[config.mk]
export PLATFORM = sky130hd
export DESIGN_NAME = stdtm_core
export DESIGN_NICKNAME = d
export VERILOG_FILES = /design/src/hdl/stdtm_pkg.sv /design/src/hdl/stdtm_core.sv
export SDC_FILE = /design/constraint.sdc
export NUM_CORES = 1
export LEC_CHECK = 0
export BUFFER_PORTS_ARGS = -buffer_cell sky130_fd_sc_hd__buf_2
export CELL_PAD_IN_SITES_DETAIL_PLACEMENT = 2
export CELL_PAD_IN_SITES_GLOBAL_PLACEMENT = 2
export CORE_MARGIN = 4
export CORE_UTILIZATION = 35
export CTS_CLUSTER_DIAMETER = 40
export DETAILED_ROUTE_END_ITERATION = 10
export PLACE_DENSITY = 0.79
export SKIP_LAST_GASP = 1
export SLEW_MARGIN = 0
export SYNTH_ARGS = -nofsm -noshare
export SYNTH_HDL_FRONTEND = slang
export SYNTH_SLANG_ARGS = --single-unit
[constraint.sdc]
create_clock -name CLK -period 3.44 [get_ports CLK]
set_clock_uncertainty 0.2 [all_clocks]
set_input_delay 0.172 -clock CLK [delete_from_list [all_inputs] [get_ports CLK]]
set_output_delay 0.172 -clock CLK [all_outputs]
set_load 0.03 [all_outputs]
[src/hdl/stdtm_pkg.sv]
// Package with register map, field positions and encodings of the standard timer core.
package stdtm_pkg;
	localparam logic [2:0] ADR_CTRL_CLOCK_RUN = 3'h0;
	localparam logic [2:0] ADR_CTRL_MODE_OUTPUT = 3'h1;
	localparam logic [2:0] ADR_COUNT_LOW = 3'h2;
	localparam logic [2:0] ADR_COUNT_HIGH = 3'h3;
	localparam logic [2:0] ADR_DUTY_LOW = 3'h4;
	localparam logic [2:0] ADR_DUTY_HIGH = 3'h5;
	localparam logic [2:0] ADR_PERIOD = 3'h6;
	localparam logic [2:0] ADR_FLAGS = 3'h7;
	localparam int POS_PAUSE = 7;
	localparam int POS_CLKSEL = 4;
	localparam int POS_ON = 3;
	localparam int POS_MODE = 6;
	localparam int POS_PINFN = 4;
	localparam int POS_INITLVL = 3;
	localparam int POS_POLARITY = 2;
	localparam int POS_SWAP = 1;
	localparam int POS_CLRSEL = 0;
	localparam logic [7:0] MASK_CTRL_CLOCK_RUN = 8'hF8;
	localparam logic [7:0] RST_BYTE = 8'h00;
	localparam logic [15:0] RST_WORD = 16'h0000;
	localparam logic [1:0] MODE_COMPARE = 2'h0;
	localparam logic [1:0] MODE_CAPTURE = 2'h1;
	localparam logic [1:0] MODE_PWM = 2'h2;
	localparam logic [1:0] MODE_TIMER = 2'h3;
	localparam logic [2:0] CK_SYS_DIV4 = 3'h0;
	localparam logic [2:0] CK_SYS = 3'h1;
	localparam logic [2:0] CK_HIGH_DIV16 = 3'h2;
	localparam logic [2:0] CK_HIGH_DIV64 = 3'h3;
	localparam logic [2:0] CK_EXT_RISE = 3'h6;
	localparam logic [2:0] CK_EXT_FALL = 3'h7;
	localparam logic [5:0] DIV_LAST = 6'h3F;
endpackage

[src/hdl/stdtm_core.sv]
// Standard timer core with classic Wishbone register access.
//
// Summary of operation
// - Sixteen-bit free-running up-counter advanced by the selected clock.
// - Period comparator is eight bits, compared with counter top byte.
// - Duty comparator holds sixteen bits, compared with the whole counter.
// - Separate interrupt sources for duty match and period match.
// - Compare match may clear the counter and change the output pin.
// - Software cannot load the counter; counter-on rising clears it.
// - Counter clears on overflow or selected match, raising an interrupt.
// - Three-bit field selects system ratios, high clock, sub clock, external pin.
// - External clock counts on rising or falling pin edge as selected.
// - Single pulse mode uses the external clock pin as trigger.
// - Capture input reacts to rising, falling or both edges.
// - Compare output mode sets, clears or toggles pins on match.
// - Primary and complementary outputs; PWM appears on the primary pin.
// - Low bytes reach software only through one shared eight-bit buffer.
// - Low write fills buffer; high write stores high and copies buffer.
// - High read returns high, latches low into buffer; low read returns buffer.
// - Counter pair is read-only; duty pair is read and write.
// - Five modes: compare, timer, capture, single pulse, PWM.
// - Mode field 00 compare, 01 capture, 10 PWM or pulse, 11 timer.
// - Pause holds the counter; clearing pause resumes from held value.
// - In compare and timer modes, clear select set clears on duty match, else period match or overflow.
`timescale 1ns/1ps
module stdtm_core
	import stdtm_pkg::*;
(
	input wire logic CLK,
	input wire logic RST_N,
	input wire logic CLK_EN,
	input wire logic SUB_CLOCK,
	input wire logic EXTERNAL_CLOCK_PIN,
	input wire logic CAPTURE_INPUT_PIN,
	input wire logic WB_CYC_I,
	input wire logic WB_STB_I,
	input wire logic WB_WE_I,
	input wire logic [2:0] WB_ADR_I,
	input wire logic [7:0] WB_DAT_I,
	input wire logic WB_SEL_I,
	output logic [7:0] WB_DAT_O,
	output logic WB_ACK_O,
	output logic PRIMARY_OUTPUT_PIN,
	output logic COMPLEMENTARY_OUTPUT_PIN,
	output logic DUTY_MATCH_IRQ,
	output logic PERIOD_MATCH_IRQ
);
	import stdtm_pkg::*;

	logic [7:0] ctrl_clock_run;
	logic [7:0] ctrl_mode_output;
	logic [15:0] counter;
	logic [15:0] duty_compare_value;
	logic [7:0] period_compare_value;
	logic [7:0] low_buffer;
	logic [5:0] div_cnt;
	logic [2:0] ext_sync;
	logic [2:0] cap_sync;
	logic [2:0] sub_sync;
	logic on_prev;
	logic out_level;
	logic pulse_run;

	logic counter_on;
	logic counter_pause;
	logic [2:0] clock_source_select;
	logic [1:0] operating_mode_select;
	logic [1:0] pin_function_select;
	logic init_level;
	logic polarity;
	logic swap_roles;
	logic clear_select;
	logic tick;
	logic duty_match;
	logic period_match;
	logic overflow;
	logic clear_cnt;
	logic on_rise;
	logic ext_rise;
	logic ext_fall;
	logic cap_event;
	logic bus_req;
	logic [15:0] pwm_duty;

	assign counter_on = ctrl_clock_run[POS_ON];
	assign counter_pause = ctrl_clock_run[POS_PAUSE];
	assign clock_source_select = ctrl_clock_run[POS_CLKSEL +: 3];
	assign operating_mode_select = ctrl_mode_output[POS_MODE +: 2];
	assign pin_function_select = ctrl_mode_output[POS_PINFN +: 2];
	assign init_level = ctrl_mode_output[POS_INITLVL];
	assign polarity = ctrl_mode_output[POS_POLARITY];
	assign swap_roles = ctrl_mode_output[POS_SWAP];
	assign clear_select = ctrl_mode_output[POS_CLRSEL];
	assign on_rise = counter_on & ~on_prev;
	assign ext_rise = ext_sync[1] & ~ext_sync[2];
	assign ext_fall = ~ext_sync[1] & ext_sync[2];
	assign bus_req = WB_CYC_I & WB_STB_I & ~WB_ACK_O;

	// Period comparison value as a full count; zero stands for a full wrap.
	function automatic logic [15:0] period_span(input logic [7:0] p);
		period_span = {p, 8'h00};
	endfunction

	// Clock source selection, with the pin edges seen through synchronisers.
	always_comb
	begin
		case (clock_source_select)
			CK_SYS_DIV4: tick = (div_cnt[1:0] == 2'h3);
			CK_SYS: tick = 1'b1;
			CK_HIGH_DIV16: tick = (div_cnt[3:0] == 4'hF);
			CK_HIGH_DIV64: tick = (div_cnt == DIV_LAST);
			CK_EXT_RISE: tick = ext_rise;
			CK_EXT_FALL: tick = ext_fall;
			default: tick = sub_sync[1] & ~sub_sync[2];
		endcase
	end

	assign duty_match = tick & (counter == duty_compare_value - 16'h0001) & counter_on
		& ~counter_pause;
	assign period_match = tick & counter_on & ~counter_pause & (period_compare_value != 8'h00)
		& (counter == period_span(period_compare_value) - 16'h0001);
	assign overflow = tick & counter_on & ~counter_pause & (counter == 16'hFFFF);

	always_comb
	begin
		pwm_duty = swap_roles ? period_span(period_compare_value) : duty_compare_value;
		clear_cnt = 1'b0;
		case (operating_mode_select)
			MODE_COMPARE, MODE_TIMER: clear_cnt = clear_select ? duty_match : period_match;
			MODE_PWM: clear_cnt = swap_roles ? duty_match : period_match;
			default: clear_cnt = 1'b0;
		endcase
	end

	always_ff @(posedge CLK or negedge RST_N)
	begin
		if (!RST_N)
			div_cnt <= 6'h00;
		else if (CLK_EN)
			div_cnt <= div_cnt + 6'h01;
	end

	// Pin inputs pass three flops; only stage two and later feed edge logic.
	always_ff @(posedge CLK or negedge RST_N)
	begin
		if (!RST_N)
		begin
			ext_sync <= 3'h0;
			cap_sync <= 3'h0;
			sub_sync <= 3'h0;
		end
		else if (CLK_EN)
		begin
			ext_sync <= {ext_sync[1:0], EXTERNAL_CLOCK_PIN};
			cap_sync <= {cap_sync[1:0], CAPTURE_INPUT_PIN};
			sub_sync <= {sub_sync[1:0], SUB_CLOCK};
		end
	end

	always_comb
	begin
		case (pin_function_select)
			2'h0: cap_event = cap_sync[1] & ~cap_sync[2];
			2'h1: cap_event = ~cap_sync[1] & cap_sync[2];
			2'h2: cap_event = cap_sync[1] ^ cap_sync[2];
			default: cap_event = 1'b0;
		endcase
	end

	// Counter; software has no load path, only the counter-on rising clear.
	always_ff @(posedge CLK or negedge RST_N)
	begin
		if (!RST_N)
		begin
			counter <= RST_WORD;
			on_prev <= 1'b0;
		end
		else if (CLK_EN)
		begin
			on_prev <= counter_on;
			if (on_rise)
				counter <= RST_WORD;
			else if (clear_cnt)
				counter <= RST_WORD;
			else if (counter_on && !counter_pause && tick)
				counter <= counter + 16'h0001;
		end
	end

	// Output level, interpreted per mode.
	always_ff @(posedge CLK or negedge RST_N)
	begin
		if (!RST_N)
		begin
			out_level <= 1'b0;
			pulse_run <= 1'b0;
		end
		else if (CLK_EN)
		begin
			case (operating_mode_select)
				MODE_COMPARE:
				begin
					if (on_rise)
						out_level <= init_level;
					else if (duty_match)
						case (pin_function_select)
							2'h1: out_level <= 1'b0;
							2'h2: out_level <= 1'b1;
							2'h3: out_level <= ~out_level;
							default: out_level <= out_level;
						endcase
				end
				MODE_PWM:
				begin
					case (pin_function_select)
						2'h0: pulse_run <= 1'b0;
						2'h1: pulse_run <= 1'b1;
						2'h2: pulse_run <= counter_on && (counter < pwm_duty) && !clear_cnt;
						default:
						begin
							if ((ext_rise || on_rise) && counter_on)
								pulse_run <= 1'b1;
							else if (duty_match || !counter_on)
								pulse_run <= 1'b0;
						end
					endcase
					out_level <= pulse_run ? init_level : ~init_level;
				end
				default: out_level <= out_level;
			endcase
		end
	end

	always_ff @(posedge CLK or negedge RST_N)
	begin
		if (!RST_N)
		begin
			PRIMARY_OUTPUT_PIN <= 1'b0;
			COMPLEMENTARY_OUTPUT_PIN <= 1'b1;
		end
		else if (CLK_EN)
		begin
			PRIMARY_OUTPUT_PIN <= out_level ^ polarity;
			COMPLEMENTARY_OUTPUT_PIN <= ~(out_level ^ polarity);
		end
	end

	// The flag flops drive the request outputs directly, saving a cycle of latency.
	// A new match wins over a software clear in the same cycle.
	always_ff @(posedge CLK or negedge RST_N)
	begin
		if (!RST_N)
		begin
			DUTY_MATCH_IRQ <= 1'b0;
			PERIOD_MATCH_IRQ <= 1'b0;
		end
		else if (CLK_EN)
		begin
			if (duty_match || (operating_mode_select == MODE_CAPTURE && cap_event))
				DUTY_MATCH_IRQ <= 1'b1;
			else if (bus_req && WB_WE_I && WB_SEL_I && WB_ADR_I == ADR_FLAGS && WB_DAT_I[0])
				DUTY_MATCH_IRQ <= 1'b0;
			if (period_match || overflow)
				PERIOD_MATCH_IRQ <= 1'b1;
			else if (bus_req && WB_WE_I && WB_SEL_I && WB_ADR_I == ADR_FLAGS && WB_DAT_I[1])
				PERIOD_MATCH_IRQ <= 1'b0;
		end
	end

	// Register writes. Capture mode loads the duty register from the counter.
	always_ff @(posedge CLK or negedge RST_N)
	begin
		if (!RST_N)
		begin
			ctrl_clock_run <= RST_BYTE;
			ctrl_mode_output <= RST_BYTE;
			duty_compare_value <= RST_WORD;
			period_compare_value <= RST_BYTE;
			low_buffer <= RST_BYTE;
		end
		else if (CLK_EN)
		begin
			if (operating_mode_select == MODE_CAPTURE && cap_event)
				duty_compare_value <= counter;
			if (bus_req && WB_SEL_I && WB_WE_I)
			begin
				case (WB_ADR_I)
					ADR_CTRL_CLOCK_RUN: ctrl_clock_run <= WB_DAT_I & MASK_CTRL_CLOCK_RUN;
					ADR_CTRL_MODE_OUTPUT: ctrl_mode_output <= WB_DAT_I;
					ADR_DUTY_LOW: low_buffer <= WB_DAT_I;
					ADR_DUTY_HIGH: duty_compare_value <= {WB_DAT_I, low_buffer};
					ADR_PERIOD: period_compare_value <= WB_DAT_I;
					default: low_buffer <= low_buffer;
				endcase
			end
			else if (bus_req && WB_SEL_I)
			begin
				if (WB_ADR_I == ADR_COUNT_HIGH)
					low_buffer <= counter[7:0];
				else if (WB_ADR_I == ADR_DUTY_HIGH)
					low_buffer <= duty_compare_value[7:0];
			end
		end
	end

	// Single-wait Wishbone slave: ack one cycle after the request is seen.
	always_ff @(posedge CLK or negedge RST_N)
	begin
		if (!RST_N)
		begin
			WB_ACK_O <= 1'b0;
			WB_DAT_O <= RST_BYTE;
		end
		else if (CLK_EN)
		begin
			WB_ACK_O <= bus_req;
			if (bus_req && !WB_WE_I)
			begin
				case (WB_ADR_I)
					ADR_CTRL_CLOCK_RUN: WB_DAT_O <= ctrl_clock_run;
					ADR_CTRL_MODE_OUTPUT: WB_DAT_O <= ctrl_mode_output;
					ADR_COUNT_LOW, ADR_DUTY_LOW: WB_DAT_O <= low_buffer;
					ADR_COUNT_HIGH: WB_DAT_O <= counter[15:8];
					ADR_DUTY_HIGH: WB_DAT_O <= duty_compare_value[15:8];
					ADR_PERIOD: WB_DAT_O <= period_compare_value;
					default: WB_DAT_O <= {6'h00, PERIOD_MATCH_IRQ, DUTY_MATCH_IRQ};
				endcase
			end
		end
	end
endmodule

After elaboration in Yosys (flattened, before gate mapping)
Index checks and enable logic that the tools add are counted.
{ "word_totals": {"regBits": 92} }
{ "classes": {"bitwise": 29, "eq_ne": 27, "add_sub_neg": 4, "reduce_logical": 46, "order_cmp": 1, "mux": 30} }
{ "ops": {"columns": ["op", "count"], "rows": [
  ["$mux 16", 7],
  ["$pmux 8 s6", 1],
  ["$mux 8", 5],
  ["$eq 16x16->1", 2],
  ["$sub 16x1->16 const B", 2],
  ["$eq 3x3->1 const B", 6],
  ["$add 16x1->16 const B", 1],
  ["$and 1x1->1", 16],
  ["$eq 16x16->1 const B", 1],
  ["$lt 16x16->1", 1],
  ["$logic_and 1x1->1", 14],
  ["$eq 3x2->1 const B", 4],
  ["$reduce_and 3->1", 4],
  ["$mux 1", 11],
  ["$not 1->1", 11],
  ["$eq 2x2->1 const B", 5],
  ["$pmux 1 s3", 3],
  ["$reduce_and 2->1", 4],
  ["$reduce_and 4->1", 2],
  ["$reduce_bool 2->1", 4],
  ["$reduce_bool 8->1", 1],
  ["$add 6x1->6 const B", 1],
  ["$eq 3x1->1 const B", 2],
  ["$eq 6x6->1 const B", 1],
  ["other kinds (15)", 28]
]} }

Logic depth before layout (Yosys ltp)
{ "depth": {"word_depth": 12, "depth_mapped": 11} }

Worst setup path before layout
No wires, ideal clock.
{ "synth_path": {"path_type": "flip-flop to flip-flop", "start": "reg duty_compare_value[1]", "end": "reg counter[0]", "required_time_ns": 3.106, "path_stages_with_launch": 10, "arrival_ns": 3.051, "synth_period_minus_slack_ns": 3.386, "setup_time_ns": 0.134, "path_slack_ns": 0.054, "cell_sequence": "dfrtp_1 > buf_6 > or4_4 > or2_4 > or4_4 > and2_0 > or4b_4 > nor4b_4 > buf_6 > nor3_1"} }
{ "synth_between": {"elab_chain_len": 9, "word_cells_on_any_way": 12} }
{ "synth_rtl": {"columns": ["element", "line_no", "source"], "rows": [
  ["start: declaration", "stdtm_core.sv:53", "logic [15:0] duty_compare_value;"],
  ["start signal: assignment", "stdtm_core.sv:284", "duty_compare_value <= counter;"],
  ["start signal: assignment", "stdtm_core.sv:291", "ADR_DUTY_HIGH: duty_compare_value <= {WB_DAT_I, low_buffer};"],
  ["$sub 16x1->16 *", "stdtm_core.sv:118", "assign duty_match = tick & (counter == duty_compare_value - 16'h0001) & counter_on"],
  ["$eq 16x16->1 *", "stdtm_core.sv:118", null],
  ["$and 1x1->1 * (2 in a row)", "stdtm_core.sv:118", null],
  ["$and 1x1->1 *", "stdtm_core.sv:119", "& ~counter_pause;"],
  ["$mux 1, on equally long branches", "stdtm_core.sv:130, stdtm_core.sv:129", null],
  ["$pmux 1 s2 *", "stdtm_core.sv:128", "case (operating_mode_select)"],
  ["$reduce_bool 3->1 (no line) / $mux 16 (equally long branches)", null, null],
  ["$reduce_and 2->1 (no line) / $mux 16 (equally long branches)", null, null],
  ["end signal: assignment", "stdtm_core.sv:186", "counter <= counter + 16'h0001;"],
  ["end: declaration", "stdtm_core.sv:52", "logic [15:0] counter;"]
]} }
Every way passes the cells marked *; elsewhere a longest branch is shown, timed or not.
A chain may end at the register's enable or synchronous reset.

Worst setup path in the final report
{ "layout_path": {"start": "reg duty_compare_value[0]", "end": "reg counter[11]"} }
The elaborated chain is that of the path after synthesis.

==> results.tsv <==
stage	metric	value	unit
timing	actual slew at the worst max-slew pin	0.738	ns
layout	final core utilization	41.3	%
logic_synthesis	Syn Nets	764	
timing	worst hold slack	0.0149	ns
grt	first-pass GRT wire length	39900	um
outcome	failing checks	setup timing	
logic_synthesis	FFs w/ async S/R, synth	100	%
logic_synthesis	top-area cell type share of the netlist area	35.8	%
layout	Final nets	808	
clocking	Clk Latency, worst-skew pair	0.37	ns
clocking	Max Buffers Root-to-Sink	2	
critical_path	CP Max Fanout	9	
critical_path	r2r setup slk	-0.008	ns
layout	fin cells	996	
hold_path	Hold Path End	period_compare_value[2]$_DFFE_PN0P_	
logic_synthesis	Warnings, synthesis	0	
power	total power	4.23	mW
layout	Register Area	2300	um2
power	Peak VDD IR	0.339	mV
floorplanning	Core ar.	17900	um2
logic_synthesis	Post-Syn Area	6370	um2
routing	DRT Wirelength	26000	um
routing	drc violations	0	
timing	endpoints failing setup	6	
logic_synthesis	syn_area_per_cell	8.87	um2
logic_synthesis	flops & latches, synth	92	
timing	worst setup margin	-0.00824	ns
timing	final hold violation count	0	
routing	DRT iter0 DRCs	423	
grt	vias in the first global route	6694	
logic_synthesis	Seq/Total Area, Yosys	36.2	%
clocking	clk sinks	92	
routing	TritonRoute pass-1 iters	5	
floorplanning	Rows	49	
floorplanning	die area	20400	um2
clocking	CTS Buf Count	9	
critical_path	crit path kind	register to register	
critical_path	crit end category	register	
logic_synthesis	post-synth top area cell	dfrtp_1	
clocking	CTS tree	yes	
clocking	CTS root buf	clkbuf_16	
hold_path	WHS Path Cells	2	
hold_path	hold crit path type	primary input to register	
critical_path	WP data required	3.48	ns
logic_synthesis	Post-synth EDFFs	0	
critical_path	critical path data arrival time	3.49	ns
routing	routed len/inst	26.1	um
floorplanning	Starting Density	35.6	%
place	Placer Congestion	0.897	
critical_path	Startpoint Class	register	
clocking	Clk pin slew, worst setup/hold paths	0.08	ns
critical_path	worst reg-to-reg path cell count	12	
layout	fillcell total	1992	
power	leakage	3.13	nW
timing	f_max	290	MHz
layout	area grow syn2layout	16.2	%
grt	pin count of the biggest net entering global routing	54	
routing	detailed-route via count	6089	
floorplanning	Die Y	143	um
grt	initial antenna violation count	0	
timing	Pins Over Slew Limit	0	
outcome	status	complete, but fails checks	
timing	final worst-path cycle share	100	%
timing	Slew headroom	50.8	%
routing	drt via density	6.11	
critical_path	Reg2Reg Launch Point	duty_compare_value[0]$_DFFE_PN0P_	
logic_synthesis	ranking of synthesized cells by area	dfrtp_1, mux2_2, ha_1, xnor2_1, mux2i_1	
place	Final HPWL DP	18100	um
logic_synthesis	Top FF cell, synth	dfrtp_1	
grt	Total GRT Usage	25.5	%
layout	# diodes	0	
place	post-placement cell count	964	
layout	share of cells above drive strength 1	19.9	%
logic_synthesis	Syn Inst Count	718	
floorplanning	I/O pin count	34	
hold_path	hold_sp	WB_DAT_I[2]	
layout	area of the multi-input gates	3750	um2
grt	total gr overflow	0	
floorplanning	Die Span X	143	um
timing	minimum clock period	3.45	ns
job	Max Cap Violations	0	
clocking	number of H-tree levels	3	
power	total power divided by cell area	572	nW/um2
place	worst slack at placement	0.0860	ns
place	port buffer count	33	
logic_synthesis	Unique masters post-synth	65	
critical_path	worst r2r dst	counter[11]$_DFFE_PN0P_	
routing	Final ANT Viol Nets	0	
[cells in the mapped netlist (all sizes together) (7+ instances only)]
library cell	count
dfrtp	91
nor2	51
clkbuf	47
nand2	47
a21oi	46
mux2	40
o21ai	39
xnor2	35
nor3	32
inv	27
ha	25
mux2i	24
o22ai	24
xor2	16
nand3	15
nor4	13
buf	12
nand2b	10
a31oi	9
nand4	9
nor3b	8
and3	7
nor2b	7
[kinds of logic after synthesis]
kind of cell             Yosys count  share of synthesized area, %
buffers and inverters             86                          5.40
AND/OR/NAND/NOR                  232                          19.4
adder cells (fa/ha/maj)           25                          4.91
multiplexers                      64                          10.8
flip-flops                        92                          36.2
XOR/XNOR                          51                          7.01
AO/OA/AOI/OAI                    168                          16.3
[critical path, stage by stage, from the launching register on]
cell,delay (ns)
dfrtp_1,0.39
buf_4,0.17
inv_1,0.09
ha_1,0.17
or3b_4,0.44
nor4_2,0.26
a211o_1,0.19
a31oi_1,0.12
or4b_4,0.59
nor4b_4,0.30
buf_4,0.20
clkbuf_16,0.15
nor3_1,0.05
[metal layers]
metal | vias up | wire, um | global-route usage (%) | part of all wire, %
li1 | 2672 | - | - | -
met1 | 3165 | 10700 | 32.0 | 41
met2 | 185 | 13200 | 43.8 | 51
met3 | 67 | 1210 | 3.82 | 4.7
met4 | 0 | 961 | 10.8 | 3.7
met5 | - | 0 | 0 | 0
[state kept, by name, indices dropped and copies added, names as in the netlist]
register	cells
PRIMARY_OUTPUT_PIN	1
low_buffer	8
WB_ACK_O	1
DUTY_MATCH_IRQ	1
ext_sync	3
counter	16
COMPLEMENTARY_OUTPUT_PIN	1
PERIOD_MATCH_IRQ	1
ctrl_clock_run	5
cap_sync	3
duty_compare_value	16
period_compare_value	8
sub_sync	3
out_level	1
on_prev	1
div_cnt	6
pulse_run	1
ctrl_mode_output	8
WB_DAT_O	8
[final cells by class]
type	instances	share of cell area (%)
multi-input cells	540	50.7
flip-flops and latches	92	31.1
repair buffers	92	9.00
well taps	229	3.87
clock buffers	9	3.04
inverters	27	1.37
clock inverters	7	0.913
[layout by cell type (no fill, tap or decap), types with 5 or more instances in the layout]
cell type	synthesis	layout
o22ai_1	24	24
buf_4	1	48
o211ai_1	5	5
dfrtp_1	91	91
nand3_1	15	15
nor2_1	51	51
nand2_1	47	47
buf_2	2	32
mux2_2	40	40
nand3b_1	5	5
nand4_1	9	9
a31oi_1	9	9
nor4_1	13	11
nor3_1	32	32
mux2i_1	24	24
xor2_1	16	16
nor2b_1	7	7
or3_1	5	5
nand2b_1	10	10
xnor2_1	35	35
dlygate4sd3_1	0	10
a21oi_1	46	46
ha_1	25	25
clkbuf_16	0	10
o21ai_0	38	37
and3_1	7	7
inv_1	27	27
nor3b_1	8	8
[what timing repair did]
item                       CTS  global route
resized for setup            0             8
hold buffers                10             0
hold endpoints to repair    65             0
setup endpoints to repair    0            16
setup buffers                0             5
[through the flow]
| stage | TNS, ns | cell area [um2] |
|---|---|---|
| global placement | 0 | 6910 |
| global route | -1.84 | 7400 |
| finish | -0.0301 | 7400 |
| floorplan | 0 | 6370 |
| detailed placement | 0 | 6910 |
| CTS | 0 | 7310 |
[power by group]
| part | internal [mW] | leakage (nW) | switching (mW) |
|---|---|---|---|
| combinational | 0.678 | 1.81 | 0.960 |
| clock | 0.509 | 0.145 | 0.511 |
| sequential | 1.29 | 1.17 | 0.288 |
[worst max path at each step]
stage / start / endpoint / slack, ns / depth (start not counted)
after floorplan: duty_compare_value[1]$_DFFE_PN0P_ / counter[0]$_DFFE_PN0P_ / 0.05 / 9
after global placement: duty_compare_value[1]$_DFFE_PN0P_ / counter[2]$_DFFE_PN0P_ / 0.18 / 8
after detailed placement: duty_compare_value[0]$_DFFE_PN0P_ / counter[15]$_DFFE_PN0P_ / 0.09 / 11
after CTS: duty_compare_value[0]$_DFFE_PN0P_ / counter[5]$_DFFE_PN0P_ / 0.04 / 11
after global routing: duty_compare_value[0]$_DFFE_PN0P_ / counter[11]$_DFFE_PN0P_ / -0.13 / 12
final: duty_compare_value[0]$_DFFE_PN0P_ / counter[11]$_DFFE_PN0P_ / -0.008 / 12
Power figures use the tool's default switching activity.
